File: config.mk
export PLATFORM = sky130hd
export DESIGN_NAME = prm_regs
export DESIGN_NICKNAME = d
export VERILOG_FILES = /design/src/hw/prm_pkg.sv /design/src/hw/prm_regs.sv
export SDC_FILE = /design/constraint.sdc
export NUM_CORES = 1
export LEC_CHECK = 0
export BUFFER_PORTS_ARGS = -buffer_cell sky130_fd_sc_hd__buf_2
export CORE_UTILIZATION = 30
export CTS_CLUSTER_SIZE = 30
export DETAILED_ROUTE_END_ITERATION = 8
export PLACE_DENSITY_LB_ADDON = 0.2
export SETUP_SLACK_MARGIN = 0.3
export SYNTH_ARGS = -nofsm -noshare
export SYNTH_HDL_FRONTEND = slang
export SYNTH_SLANG_ARGS = --single-unit
export TNS_END_PERCENT = 10
File: constraint.sdc
create_clock -name i_clk_sys -period 2.3 [get_ports i_clk_sys]
set_input_delay 0.575 -clock i_clk_sys [delete_from_list [all_inputs] [get_ports i_clk_sys]]
set_output_delay 0.575 -clock i_clk_sys [all_outputs]
set_load 0.02 [all_outputs]
File: src/hw/prm_pkg.sv
// Contract
// - code 00..11 selects physical channel 1..4
// - default mapping is logical n to physical n
// - remap survives the reset pin
// - priority register at command 27h, read/write
// - ch2 prio bits 6:4, ch1 bits 2:0, reset zero
// - remap register at command 26h, reset E4h
// - remap accepted only when all four channels off
package prm_pkg;

  ////////////////////////////////////////////////////////////////////////////
  // command codes and reset values
  localparam logic [7:0] PRM_CMD_REMAP  = 8'h26;
  localparam logic [7:0] PRM_CMD_PRIO   = 8'h27;
  localparam logic [7:0] PRM_REMAP_RST  = 8'hE4;
  localparam logic [7:0] PRM_PRIO_RST   = 8'h00;
  localparam logic [7:0] PRM_PRIO_MASK  = 8'h77;
  localparam logic [7:0] PRM_RD_NONE    = 8'h00;

  ////////////////////////////////////////////////////////////////////////////
  // field layout
  localparam int         PRM_NCH        = 4;
  localparam int         PRM_CODE_W     = 2;
  localparam int         PRM_CH1_LSB    = 0;
  localparam int         PRM_CH2_LSB    = 4;
  localparam int         PRM_PRIO_W     = 3;
  localparam int         PRM_RSV_LO     = 3;
  localparam int         PRM_RSV_HI     = 7;

  ////////////////////////////////////////////////////////////////////////////
  // carriers
  typedef struct packed {
    logic       wr;    // one-cycle write strobe
    logic       rd;    // one-cycle read strobe
    logic [7:0] code;  // command code
    logic [7:0] data;  // write data byte
  } prm_cmd_t;

  typedef struct packed {
    logic [7:0] remap;   // four 2-bit physical codes, logical 4 in top pair
    logic [7:0] prio;    // pair one/two shutdown priority
    logic [7:0] rdata;   // read answer
    logic       rvalid;  // read answer valid
    logic       ignored; // remap write discarded
  } prm_state_t;

endpackage

File: src/hw/prm_regs.sv
`timescale 1ns/100ps
module prm_regs
  import prm_pkg::*;
(
  input  wire logic                               i_clk_sys,    // 125 MHz system clock
  input  wire logic                               i_por_n,      // power-on reset, sync, active low
  input  wire logic                               i_rst_n,      // reset pin, sync, active low
  input  wire prm_cmd_t                           i_cmd,        // decoded serial command
  input  wire logic [PRM_NCH-1:0]                 i_chan_off,   // channel n in off mode
  output logic [7:0]                              o_rdata,      // read data byte
  output logic                                    o_rvalid,     // read data valid pulse
  output logic                                    o_cmd_hit,    // command code belongs here
  output logic                                    o_ignored,    // remap write discarded pulse
  output logic [7:0]                              o_remap,      // physical code per logical
  output logic [PRM_PRIO_W-1:0]                   o_ch1_prio,   // channel 1 priority
  output logic [PRM_PRIO_W-1:0]                   o_ch2_prio,   // channel 2 priority
  output logic [PRM_NCH-1:0][PRM_NCH-1:0]         o_route       // [physical][logical] select
);

  prm_state_t state_q;
  prm_state_t state_d;
  logic       dup;
  logic       all_off;
  logic       wr_remap;

  ////////////////////////////////////////////////////////////////////////////
  // duplicate code detection over the incoming byte
  always_comb
  begin
    dup = 1'b0;
    for (int i = 0; i < PRM_NCH; i++)
    begin
      for (int j = i + 1; j < PRM_NCH; j++)
      begin
        if (i_cmd.data[PRM_CODE_W*i +: PRM_CODE_W] == i_cmd.data[PRM_CODE_W*j +: PRM_CODE_W])
          dup = 1'b1;
      end
    end
  end

  assign all_off  = &i_chan_off;
  assign wr_remap = i_cmd.wr && (i_cmd.code == PRM_CMD_REMAP);

  ////////////////////////////////////////////////////////////////////////////
  // next state: writes, reads, discard flag and both resets
  always_comb
  begin
    state_d         = state_q;
    state_d.rvalid  = 1'b0;
    state_d.ignored = 1'b0;
    if (wr_remap)
    begin
      // remapping a live channel would move its gate drive mid-power
      if (all_off && !dup)
        state_d.remap = i_cmd.data;
      else
        state_d.ignored = 1'b1;
    end
    if (i_cmd.wr && (i_cmd.code == PRM_CMD_PRIO))
      state_d.prio = i_cmd.data & PRM_PRIO_MASK;
    if (i_cmd.rd)
    begin
      state_d.rvalid = 1'b1;
      case (i_cmd.code)
        PRM_CMD_REMAP: state_d.rdata = state_q.remap;
        PRM_CMD_PRIO:  state_d.rdata = state_q.prio;
        default:       state_d.rdata = PRM_RD_NONE;
      endcase
    end
    // the reset pin clears all but the mapping and drops any command of that cycle
    if (!i_rst_n)
    begin
      state_d.remap   = state_q.remap;
      state_d.prio    = PRM_PRIO_RST;
      state_d.rdata   = PRM_RD_NONE;
      state_d.rvalid  = 1'b0;
      state_d.ignored = 1'b0;
    end
    // of the two resets, only power-on brings the mapping back to identity
    if (!i_por_n)
    begin
      state_d.remap   = PRM_REMAP_RST;
      state_d.prio    = PRM_PRIO_RST;
      state_d.rdata   = PRM_RD_NONE;
      state_d.rvalid  = 1'b0;
      state_d.ignored = 1'b0;
    end
  end

  ////////////////////////////////////////////////////////////////////////////
  // one register stage for the whole state; both resets are folded in above
  always_ff @(posedge i_clk_sys)
  begin
    state_q <= state_d;
  end

  ////////////////////////////////////////////////////////////////////////////
  // outputs
  assign o_rdata    = state_q.rdata;
  assign o_rvalid   = state_q.rvalid;
  assign o_ignored  = state_q.ignored;
  assign o_cmd_hit  = (i_cmd.code == PRM_CMD_REMAP) || (i_cmd.code == PRM_CMD_PRIO);
  assign o_remap    = state_q.remap;
  assign o_ch1_prio = state_q.prio[PRM_CH1_LSB +: PRM_PRIO_W];
  assign o_ch2_prio = state_q.prio[PRM_CH2_LSB +: PRM_PRIO_W];

  // pin steering: physical p serves logical l when l's code equals p
  // 4-pair wiring of logical 1-2 / 3-4 is assumed outside
  for (genvar p = 0; p < PRM_NCH; p++)
  begin : g_phys
    for (genvar l = 0; l < PRM_NCH; l++)
    begin : g_log
      assign o_route[p][l] = (state_q.remap[PRM_CODE_W*l +: PRM_CODE_W] == PRM_CODE_W'(p));
    end
  end

  ////////////////////////////////////////////////////////////////////////////
  // checks
  remap_default_a : assert property (@(posedge i_clk_sys) disable iff (!i_por_n)
    $past(!i_por_n) |-> (o_remap == PRM_REMAP_RST))
    else $error("remap not at default after power-on");

  remap_keep_a : assert property (@(posedge i_clk_sys) disable iff (!i_por_n)
    $past(!i_rst_n) |-> $stable(o_remap))
    else $error("remap changed across reset pin");

  dup_reject_a : assert property (@(posedge i_clk_sys) disable iff (!i_por_n || !i_rst_n)
    (wr_remap && dup) |=> ($stable(o_remap) && o_ignored))
    else $error("duplicate remap write taken");

  off_gate_a : assert property (@(posedge i_clk_sys) disable iff (!i_por_n || !i_rst_n)
    (wr_remap && !all_off) |=> ($stable(o_remap) && o_ignored))
    else $error("remap taken while a channel is on");

  remap_take_a : assert property (@(posedge i_clk_sys) disable iff (!i_por_n || !i_rst_n)
    (wr_remap && all_off && !dup) |=> (o_remap == $past(i_cmd.data)) && !o_ignored)
    else $error("valid remap write lost");

  prio_rsv_a : assert property (@(posedge i_clk_sys) disable iff (!i_por_n)
    (i_cmd.rd && i_cmd.code == PRM_CMD_PRIO) |=> (!o_rdata[PRM_RSV_HI] && !o_rdata[PRM_RSV_LO]))
    else $error("unused priority bits read nonzero");

  prio_reset_a : assert property (@(posedge i_clk_sys) disable iff (!i_por_n)
    $past(!i_rst_n) |-> (o_ch1_prio == 3'h0 && o_ch2_prio == 3'h0))
    else $error("priority not cleared by reset");

  prio_rw_a : assert property (@(posedge i_clk_sys) disable iff (!i_por_n || !i_rst_n)
    (i_cmd.wr && i_cmd.code == PRM_CMD_PRIO && !i_cmd.rd) ##1 (i_cmd.rd && i_cmd.code == PRM_CMD_PRIO)
      |=> (o_rvalid && o_rdata == ($past(i_cmd.data, 2) & PRM_PRIO_MASK)))
    else $error("priority readback mismatch");

  route_a : assert property (@(posedge i_clk_sys) disable iff (!i_por_n)
    (o_route[o_remap[1:0]][0] && $onehot({o_route[3][0], o_route[2][0], o_route[1][0], o_route[0][0]})))
    else $error("logical 1 steering wrong");

  ////////////////////////////////////////////////////////////////////////////
  // answers, holds and resets of the command port
  rvalid_pulse_a : assert property (@(posedge i_clk_sys) disable iff (!i_por_n || !i_rst_n)
    i_cmd.rd |=> o_rvalid)
    else $error("read not answered");

  rvalid_idle_a : assert property (@(posedge i_clk_sys) disable iff (!i_por_n)
    !i_cmd.rd |=> !o_rvalid)
    else $error("read valid without a read");

  remap_read_a : assert property (@(posedge i_clk_sys) disable iff (!i_por_n || !i_rst_n)
    (i_cmd.rd && i_cmd.code == PRM_CMD_REMAP) |=> (o_rdata == $past(o_remap)))
    else $error("remap readback wrong");

  other_read_a : assert property (@(posedge i_clk_sys) disable iff (!i_por_n || !i_rst_n)
    (i_cmd.rd && i_cmd.code != PRM_CMD_REMAP && i_cmd.code != PRM_CMD_PRIO) |=> (o_rdata == PRM_RD_NONE))
    else $error("foreign code read nonzero");

  rdata_hold_a : assert property (@(posedge i_clk_sys) disable iff (!i_por_n || !i_rst_n)
    !i_cmd.rd |=> $stable(o_rdata))
    else $error("read data moved without a read");

  // a reset-pin pulse also drops a read in flight; the host has to repeat it
  rd_rst_a : assert property (@(posedge i_clk_sys) disable iff (!i_por_n)
    $past(!i_rst_n) |-> (!o_rvalid && !o_ignored && (o_rdata == PRM_RD_NONE)))
    else $error("port outputs not cleared by reset");

  // the mapping moves only on an accepted write
  remap_hold_a : assert property (@(posedge i_clk_sys) disable iff (!i_por_n)
    !wr_remap |=> $stable(o_remap))
    else $error("remap moved without a write");

  ignore_cause_a : assert property (@(posedge i_clk_sys) disable iff (!i_por_n)
    !wr_remap |=> !o_ignored)
    else $error("discard flag without a remap write");

  // priority bytes: taken as written, held otherwise, zero after power-on
  prio_take_a : assert property (@(posedge i_clk_sys) disable iff (!i_por_n || !i_rst_n)
    (i_cmd.wr && i_cmd.code == PRM_CMD_PRIO)
      |=> ((o_ch1_prio == $past(i_cmd.data[PRM_CH1_LSB +: PRM_PRIO_W]))
        && (o_ch2_prio == $past(i_cmd.data[PRM_CH2_LSB +: PRM_PRIO_W]))))
    else $error("priority write not taken");

  prio_hold_a : assert property (@(posedge i_clk_sys) disable iff (!i_por_n || !i_rst_n)
    !(i_cmd.wr && i_cmd.code == PRM_CMD_PRIO) |=> ($stable(o_ch1_prio) && $stable(o_ch2_prio)))
    else $error("priority moved without a write");

  prio_por_a : assert property (@(posedge i_clk_sys)
    $past(!i_por_n) |-> ((o_ch1_prio == PRM_PRIO_RST[PRM_CH1_LSB +: PRM_PRIO_W])
      && (o_ch2_prio == PRM_PRIO_RST[PRM_CH2_LSB +: PRM_PRIO_W])))
    else $error("priority not cleared by power-on");

  // unused bits are masked on the way in, so the stored byte never holds them
  prio_unused_a : assert property (@(posedge i_clk_sys) disable iff (!i_por_n)
    (!state_q.prio[PRM_RSV_HI] && !state_q.prio[PRM_RSV_LO]))
    else $error("unused priority bits stored");

  // every logical channel steers to the physical channel its code names, and no
  // physical channel serves two logical ones because duplicates never land
  for (genvar k = 0; k < PRM_NCH; k++)
  begin : g_route_chk
    route_col_a : assert property (@(posedge i_clk_sys) disable iff (!i_por_n)
      (o_route[o_remap[PRM_CODE_W*k +: PRM_CODE_W]][k]
        && $onehot({o_route[3][k], o_route[2][k], o_route[1][k], o_route[0][k]})))
      else $error("logical channel steering wrong");

    route_row_a : assert property (@(posedge i_clk_sys) disable iff (!i_por_n)
      $onehot(o_route[k]))
      else $error("physical channel shared by two logical channels");
  end

endmodule // prm_regs

Yosys cells after proc, flatten, opt, wreduce, memory -nomap -nowiden
Cells that the tools add are included.
{"block": "totals", "inputBits": 25, "register_bits": 24, "out_inout_bits": 41}
{"block": "op_classes", "n_reduce_logical": 13, "n_eq_ne": 20, "n_mux": 9}
{"cell": "$eq A2 B2 Y1 const B", "n": 8}
{"cell": "$eq A8 B6 Y1 const B", "n": 2}
{"cell": "$pmux W8 S2", "n": 1}
{"cell": "$eq A2 B2 Y1", "n": 6}
{"cell": "$eq A2 B1 Y1 const B", "n": 4}
{"cell": "$logic_not A2 Y1", "n": 4}
{"cell": "$mux W1", "n": 8}
{"cell": "$reduce_and A3 Y1", "n": 2}
{"cell": "$reduce_and A4 Y1", "n": 1}
{"cell": "$logic_and A1 B1 Y1", "n": 3}
{"cell": "$reduce_and A2 Y1", "n": 1}
{"cell": "$logic_not A1 Y1", "n": 1}
{"cell": "$logic_or A1 B1 Y1", "n": 1}

Longest topological paths before layout
Gate-level depths: netlist (run 1).
{"block": "depth", "depth_word": 10, "mapped_depth": 5, "mapped_depth_nobuf": 4}

Least setup slack after synthesis (run 1)
Ideal clock, no wire load.
{"block": "synth_timing", "path_kind": "input -> output", "from": "input i_cmd[15] (netlist name)", "to": "output o_cmd_hit", "path_stages": 3, "arrival_time_ns": 1.518, "path_buffers": 1, "t_required_ns": 1.725, "path_slack_ns": 0.207, "cell_sequence": "nor4b_1 -> and2_1 -> clkbuf_1"}
{"block": "synth_between", "elab_chain_len": 2, "word_cells_on_any_way": 3, "cone_classes": "eq/ne (2); reduce/logical (1)"}
{"element": "start: declaration", "line": "prm_regs.sv:8", "source": "input wire prm_cmd_t i_cmd,"}
{"element": "$eq A8 B6 Y1", "line": "prm_regs.sv:102", "source": "assign o_cmd_hit = (i_cmd.code == PRM_CMD_REMAP) || (i_cmd.code == PRM_CMD_PRIO);"}
{"element": "$logic_or A1 B1 Y1 (*)", "line": "prm_regs.sv:102"}
{"element": "end: declaration", "line": "prm_regs.sv:12", "source": "output logic o_cmd_hit,"}
Every way passes the cells marked *; elsewhere a longest branch is shown, timed or not.

Worst setup path in the final report (run 1)
Same ends and word-level chain as after synthesis.

==> results.toml, run 1 <==
[outcome]
outcome = "finished, final reports clean"

[min_path]
whs_path_depth = 2
min_path_type = "reg2reg"

[sta]
tns_ns = 0
slew_headroom = 0.673
worst_pin_slew_ns = 0.489
setup_ws_ns = 0.356
drv_slew = 0
clock_skew_ns = 0.00605
rsz0062_at_grt = "no"
hold_violations = 0
hold-worst-slack_ns = 0.472
period_share = 0.845
setup_viol = 0
period_needed_ns = 1.94
clock.fmax_mhz = 514

[critical_path]
cp-end-kind = "output pin"
crit_chain = "buf_2 > nor4b_4 > and2_4 > buf_2"
arrival_ns = 1.37
critPathLaunchType = "input pin"
crit_family = "simple AND/OR/NAND/NOR gates"
path_max_fanout = 3
cp_num_buf_inv = 2
required_ns = 1.73
max_stage_delay_ns = 0.31
crit_path_frequent_cell = "buf_2"
ff2ff_path_depth = 3
path_class = "in2out"
slowest_stage = "nor4b_4"
cp.depth = 4

[clock_network]
numClockSinks = 24
cts_buffer_depth = 2
hold_buffers = 0
cts_setup_buffers = 0
cts_tree = "yes"
cts_root_buf = "clkbuf_8"
insertion_delay_ns = 0.26
cts_buffers = 3
cts.clk_slew.worst_paths_ns = 0.08
ctsHtreeMaxLevel = 1

[logic_synthesis]
synth_area_mm2 = 0.00128
ys_ff_latch = 24
ys_top_cells_by_area = "dfxtp_1, mux2i_1, nor2b_1, xor2_1, mux2_2"
yosysWarnings = 0
postSynthNetCount = 167
synth_cell_types = 24
yosysTopAreaCell = "dfxtp_1"
synth-seq-area-share = 0.375
synth_area_per_cell_um2 = 9.01
syn-instance-count = 142
synth_top_area_frac = 0.375

[place]
hpwl_um = 2380
place_congestion = 0.717
place_ws_ns = 0.151
portBuffers = 65

[pwr]
p_per_area_mw_per_mm2 = 465
vdd_drop_max_uv = 177
p_leak_nw = 0.798

[route]
wl_per_cell_um = 12.2
first_iter_violations = 50
drc = 0
ant_nets = 0
vias_per_cell = 4.73
wl_um = 3110
via_count = 1206
drtPass1Iterations = 4

[global_route]
grt_antenna_before_repair = 0
grtUsageTotal = 0.140
grt_max_degree = 20
grt_pass1_vias = 1019
overflow = 0
grt_first_pass_wirelength_um = 4780

[floorplan]
io_pins = 66
start_util = 0.315
core_mm2 = 0.00406
die_x_um = 67.3
die-height_um = 67.3
dieArea_mm2 = 0.00453
rows = 23

[finish]
final_common_cell = "buf_2"
antenna_cells = 0
final_cell_mix = "buf_2, dfxtp_1, nor2b_1"
area_delta_synth_final_pct = 34.6
drive_gt1_frac = 0.395
final_nets = 231

[run]
maxCapViolCount = 0
[cell type report]
| type | instances | area, µm² |
|---|---|---|
| Clock buffer | 4 | 55.1 |
| Timing Repair Buffer | 67 | 340 |
| Tap cell | 50 | 62.6 |
| Sequential cell | 24 | 480 |
| Multi-Input combinational cell | 110 | 785 |
| Fill cell | 425 | 2330 |
[synthesized netlist by cell type]
master and instances:
dfxtp_1 24, nor2b_1 16, mux2i_1 14, nor2_1 10, nand2_1 9, a21oi_1 8
nand2b_1 8, xor2_1 8, nand3_1 7, clkbuf_1 6, mux2_2 6, and2_1 5
xnor2_1 4, nand4_1 3, clkbuf_2 2, nand4b_1 2, nor4b_1 2, o22ai_1 2
a221o_1 1, and2b_2 1, and3_1 1, and3b_1 1, nor3_1 1, nor4_4 1
[cells by family after synthesis]
logic type,share of synthesized area
flip-flops,0.375
XOR/XNOR,0.0821
AND/OR/NAND/NOR,0.306
multiplexers,0.162
AO/OA/AOI/OAI,0.0489
buffers and inverters,0.0254
[routing by layer]
metal  up-vias  GRT usage  wire [µm]
met2        51      0.219       1390
met3         2     0.0220        208
met4         0     0.0426         29
met1       545      0.196       1480
li1        608          -          -
met5         -          0          0
[worst register-to-register path: stages, from the launching register on]
cell and delay [ns]:
dfxtp_1 0.47, mux2_2 0.20, nand3_1 0.07, a21oi_1 0.14
[stage by stage]
| step | cell area [µm²] | power [mW] | util | instances |
|---|---|---|---|---|
| floorplan | 1280 | 0.482 | - | 142 |
| global placement | 1650 | 0.517 | 0.407 | 251 |
| detailed placement | 1650 | 0.518 | 0.407 | 251 |
| CTS | 1720 | 0.808 | 0.425 | 255 |
| global route | 1720 | 0.837 | 0.425 | 255 |
| finish | 1720 | 0.802 | 0.425 | 255 |
[flip-flops by register name, summed over array words and instances, names as in the netlist]
register	cells
o_ch1_prio	3
o_rvalid	1
o_ignored	1
o_rdata	8
o_ch2_prio	3
o_remap	8
[where the power goes]
group          internal (mW)  total (mW)  switching (mW)
clock network          0.153       0.292           0.139
registers              0.416       0.416        0.000176
logic                 0.0427      0.0939          0.0512
[path summary, 6_finish.rpt]
path / to / from / slack (ns)
worst max-delay path: o_cmd_hit / i_cmd[15] / 0.36
worst min-delay path: o_rdata[2] / o_rdata[2] / 0.47
worst max register to register: o_rdata[2] / o_remap[2] / 1.34
worst min register to register: o_rdata[2] / o_rdata[2] / 0.47
[repair_timing]
item                                    4_1_cts  5_1_grt
hold endpoints to repair                      0        0
gates resized for setup                       3        0
endpoints found under the setup margin        1        0
No activity file was read; power rests on OpenSTA's default activity.
==> run 2, diff against run 1 <==
Clock period 2.3 ns to 1.9 ns, I/O delays scaled along.
==> run 2 against run 1 <==
  * Critical path depth is the same
  * Largest power group unchanged
  * Combinational power increased by 29%
  * Flip-flop and latch count unchanged
  * Power up 21%
  * Design area increased by 3.3%
  * Register-to-register slack worse by 0.38 ns
  * Clock skew hardly changed
  * Sequential power grew 21%
  * Wire length up 3.1%
  * Die area is the same
  * Utilization up 1.4 points
  * Clock-buffer cell count stayed put
==> results.toml, run 2 (synthesized netlist as in run 1, its figures left out) <==
[finish]
drive_gt1_frac = 0.410
final_cell_mix = "buf_2, dfxtp_1, nor2b_1"
final_common_cell = "buf_2"
antenna_cells = 0
area_delta_synth_final_pct = 39.0
design_area_mm2 = 0.00178
final_nets = 236

[clock_network]
cts_tree = "yes"
cts_buffers = 3
numClockSinks = 24
cts_buffer_depth = 2
cts_root_buf = "clkbuf_8"
ctsHtreeMaxLevel = 1
hold_buffers = 0
insertion_delay_ns = 0.26
cts.clk_slew.worst_paths_ns = 0.09

[place]
place_congestion = 0.702
dpl_cell_area_mm2 = 0.00168
portBuffers = 65
hpwl_um = 2420

[floorplan]
die_x_um = 67.3
dieArea_mm2 = 0.00453
io_pins = 66
die-height_um = 67.3
start_util = 0.315
rows = 23
core_mm2 = 0.00406

[pwr]
seq_power_share = 0.520
power_frac_comb = 0.125
p_per_area_mw_per_mm2 = 544
power_switching_mw = 0.224
p_int_mw = 0.745
power.total_mw = 0.969
vdd_drop_max_uv = 216
p_leak_nw = 0.828
swShare = 0.231
p_clk_frac = 0.355

[outcome]
outcome = "finished, final reports clean"

[route]
first_iter_violations = 31
wl_per_cell_um = 12.3
drtPass1Iterations = 4
vias_per_cell = 4.64
drc = 0
wl_um = 3200
ant_nets = 0
via_count = 1207

[sta]
clock.fmax_mhz = 610
period_needed_ns = 1.64
worst_pin_slew_ns = 0.524
period_share = 0.863
clock_skew_ns = 0.00576
rsz0062_at_grt = "yes"
drv_slew = 0
hold_violations = 0
tns_ns = 0
setup_viol = 0
slew_headroom = 0.650

[critical_path]
cp-end-kind = "output pin"
ff2ff_path_depth = 3
critPathLaunchType = "input pin"
required_ns = 1.42
path_max_fanout = 2
path_class = "in2out"
arrival_ns = 1.17

[global_route]
grt_antenna_before_repair = 0
grt_first_pass_wirelength_um = 4970
grt_pass1_vias = 1072
grt_max_degree = 18
grtUsageTotal = 0.147
overflow = 0

[run]
maxCapViolCount = 0

[min_path]
whs_path_depth = 2
min_path_type = "reg2reg"
## run 2: cell types whose count changed in the layout (fill, tap and decap cells not counted)
cell,change
buf_6,+3
buf_2,-3
buf_4,+5
## run 2: repair_timing
item / CTS / global route
resized for setup: 6 / 0
buffers inserted: 1 / 1
setup endpoints to repair: 1 / 11
pin swaps: 2 / 2
## run 2: per-stage QoR
stage,hold slack (ns),util,setup slack (ns),cells
3_3_place_gp,0.460,0.414,0.0734,254
2_1_floorplan,0.543,-,0.0586,142
4_1_cts,0.473,0.437,0.253,259
6_report,0.470,0.438,0.260,260
5_1_grt,0.501,0.438,0.227,260
3_5_place_dp,0.458,0.414,0.0412,254
## run 2: critical path, stage by stage
cell,delay [ns]
buf_6,0.10
nor4b_4,0.28
and2_4,0.20
buf_6,0.11
## run 2: power groups by stage
stage / sequential (mW) / combinational (mW) / clock, mW
2_1_floorplan: 0.517 / 0.0683 / 0
3_3_place_gp: 0.516 / 0.116 / 0
3_5_place_dp: 0.516 / 0.116 / 0
4_1_cts: 0.504 / 0.122 / 0.353
5_1_grt: 0.504 / 0.134 / 0.377
6_report: 0.504 / 0.121 / 0.344
## run 2: worst paths after layout
kind / from / to / slack (ns)
hold reg to reg: o_rdata[7] / o_rdata[7] / 0.47
setup reg to reg: o_remap[6] / o_rdata[6] / 0.96
hold / removal: o_rdata[7] / o_rdata[7] / 0.47
setup / recovery: i_cmd[14] / o_cmd_hit / 0.26
## run 2: area by class of cell
type	instances	area (µm²)
sequential	24	480
timing repair buffer	72	397
clock buffer	4	55.1
fill	418	2280
tap	50	62.6
multi-input combinational	110	785
## run 2: metal layers
layer	wire, µm	track usage	share of wire
met5	0	0	0
met4	10	0.0399	0.0031
met3	157	0.0169	0.049
met2	1540	0.253	0.48
met1	1490	0.192	0.47
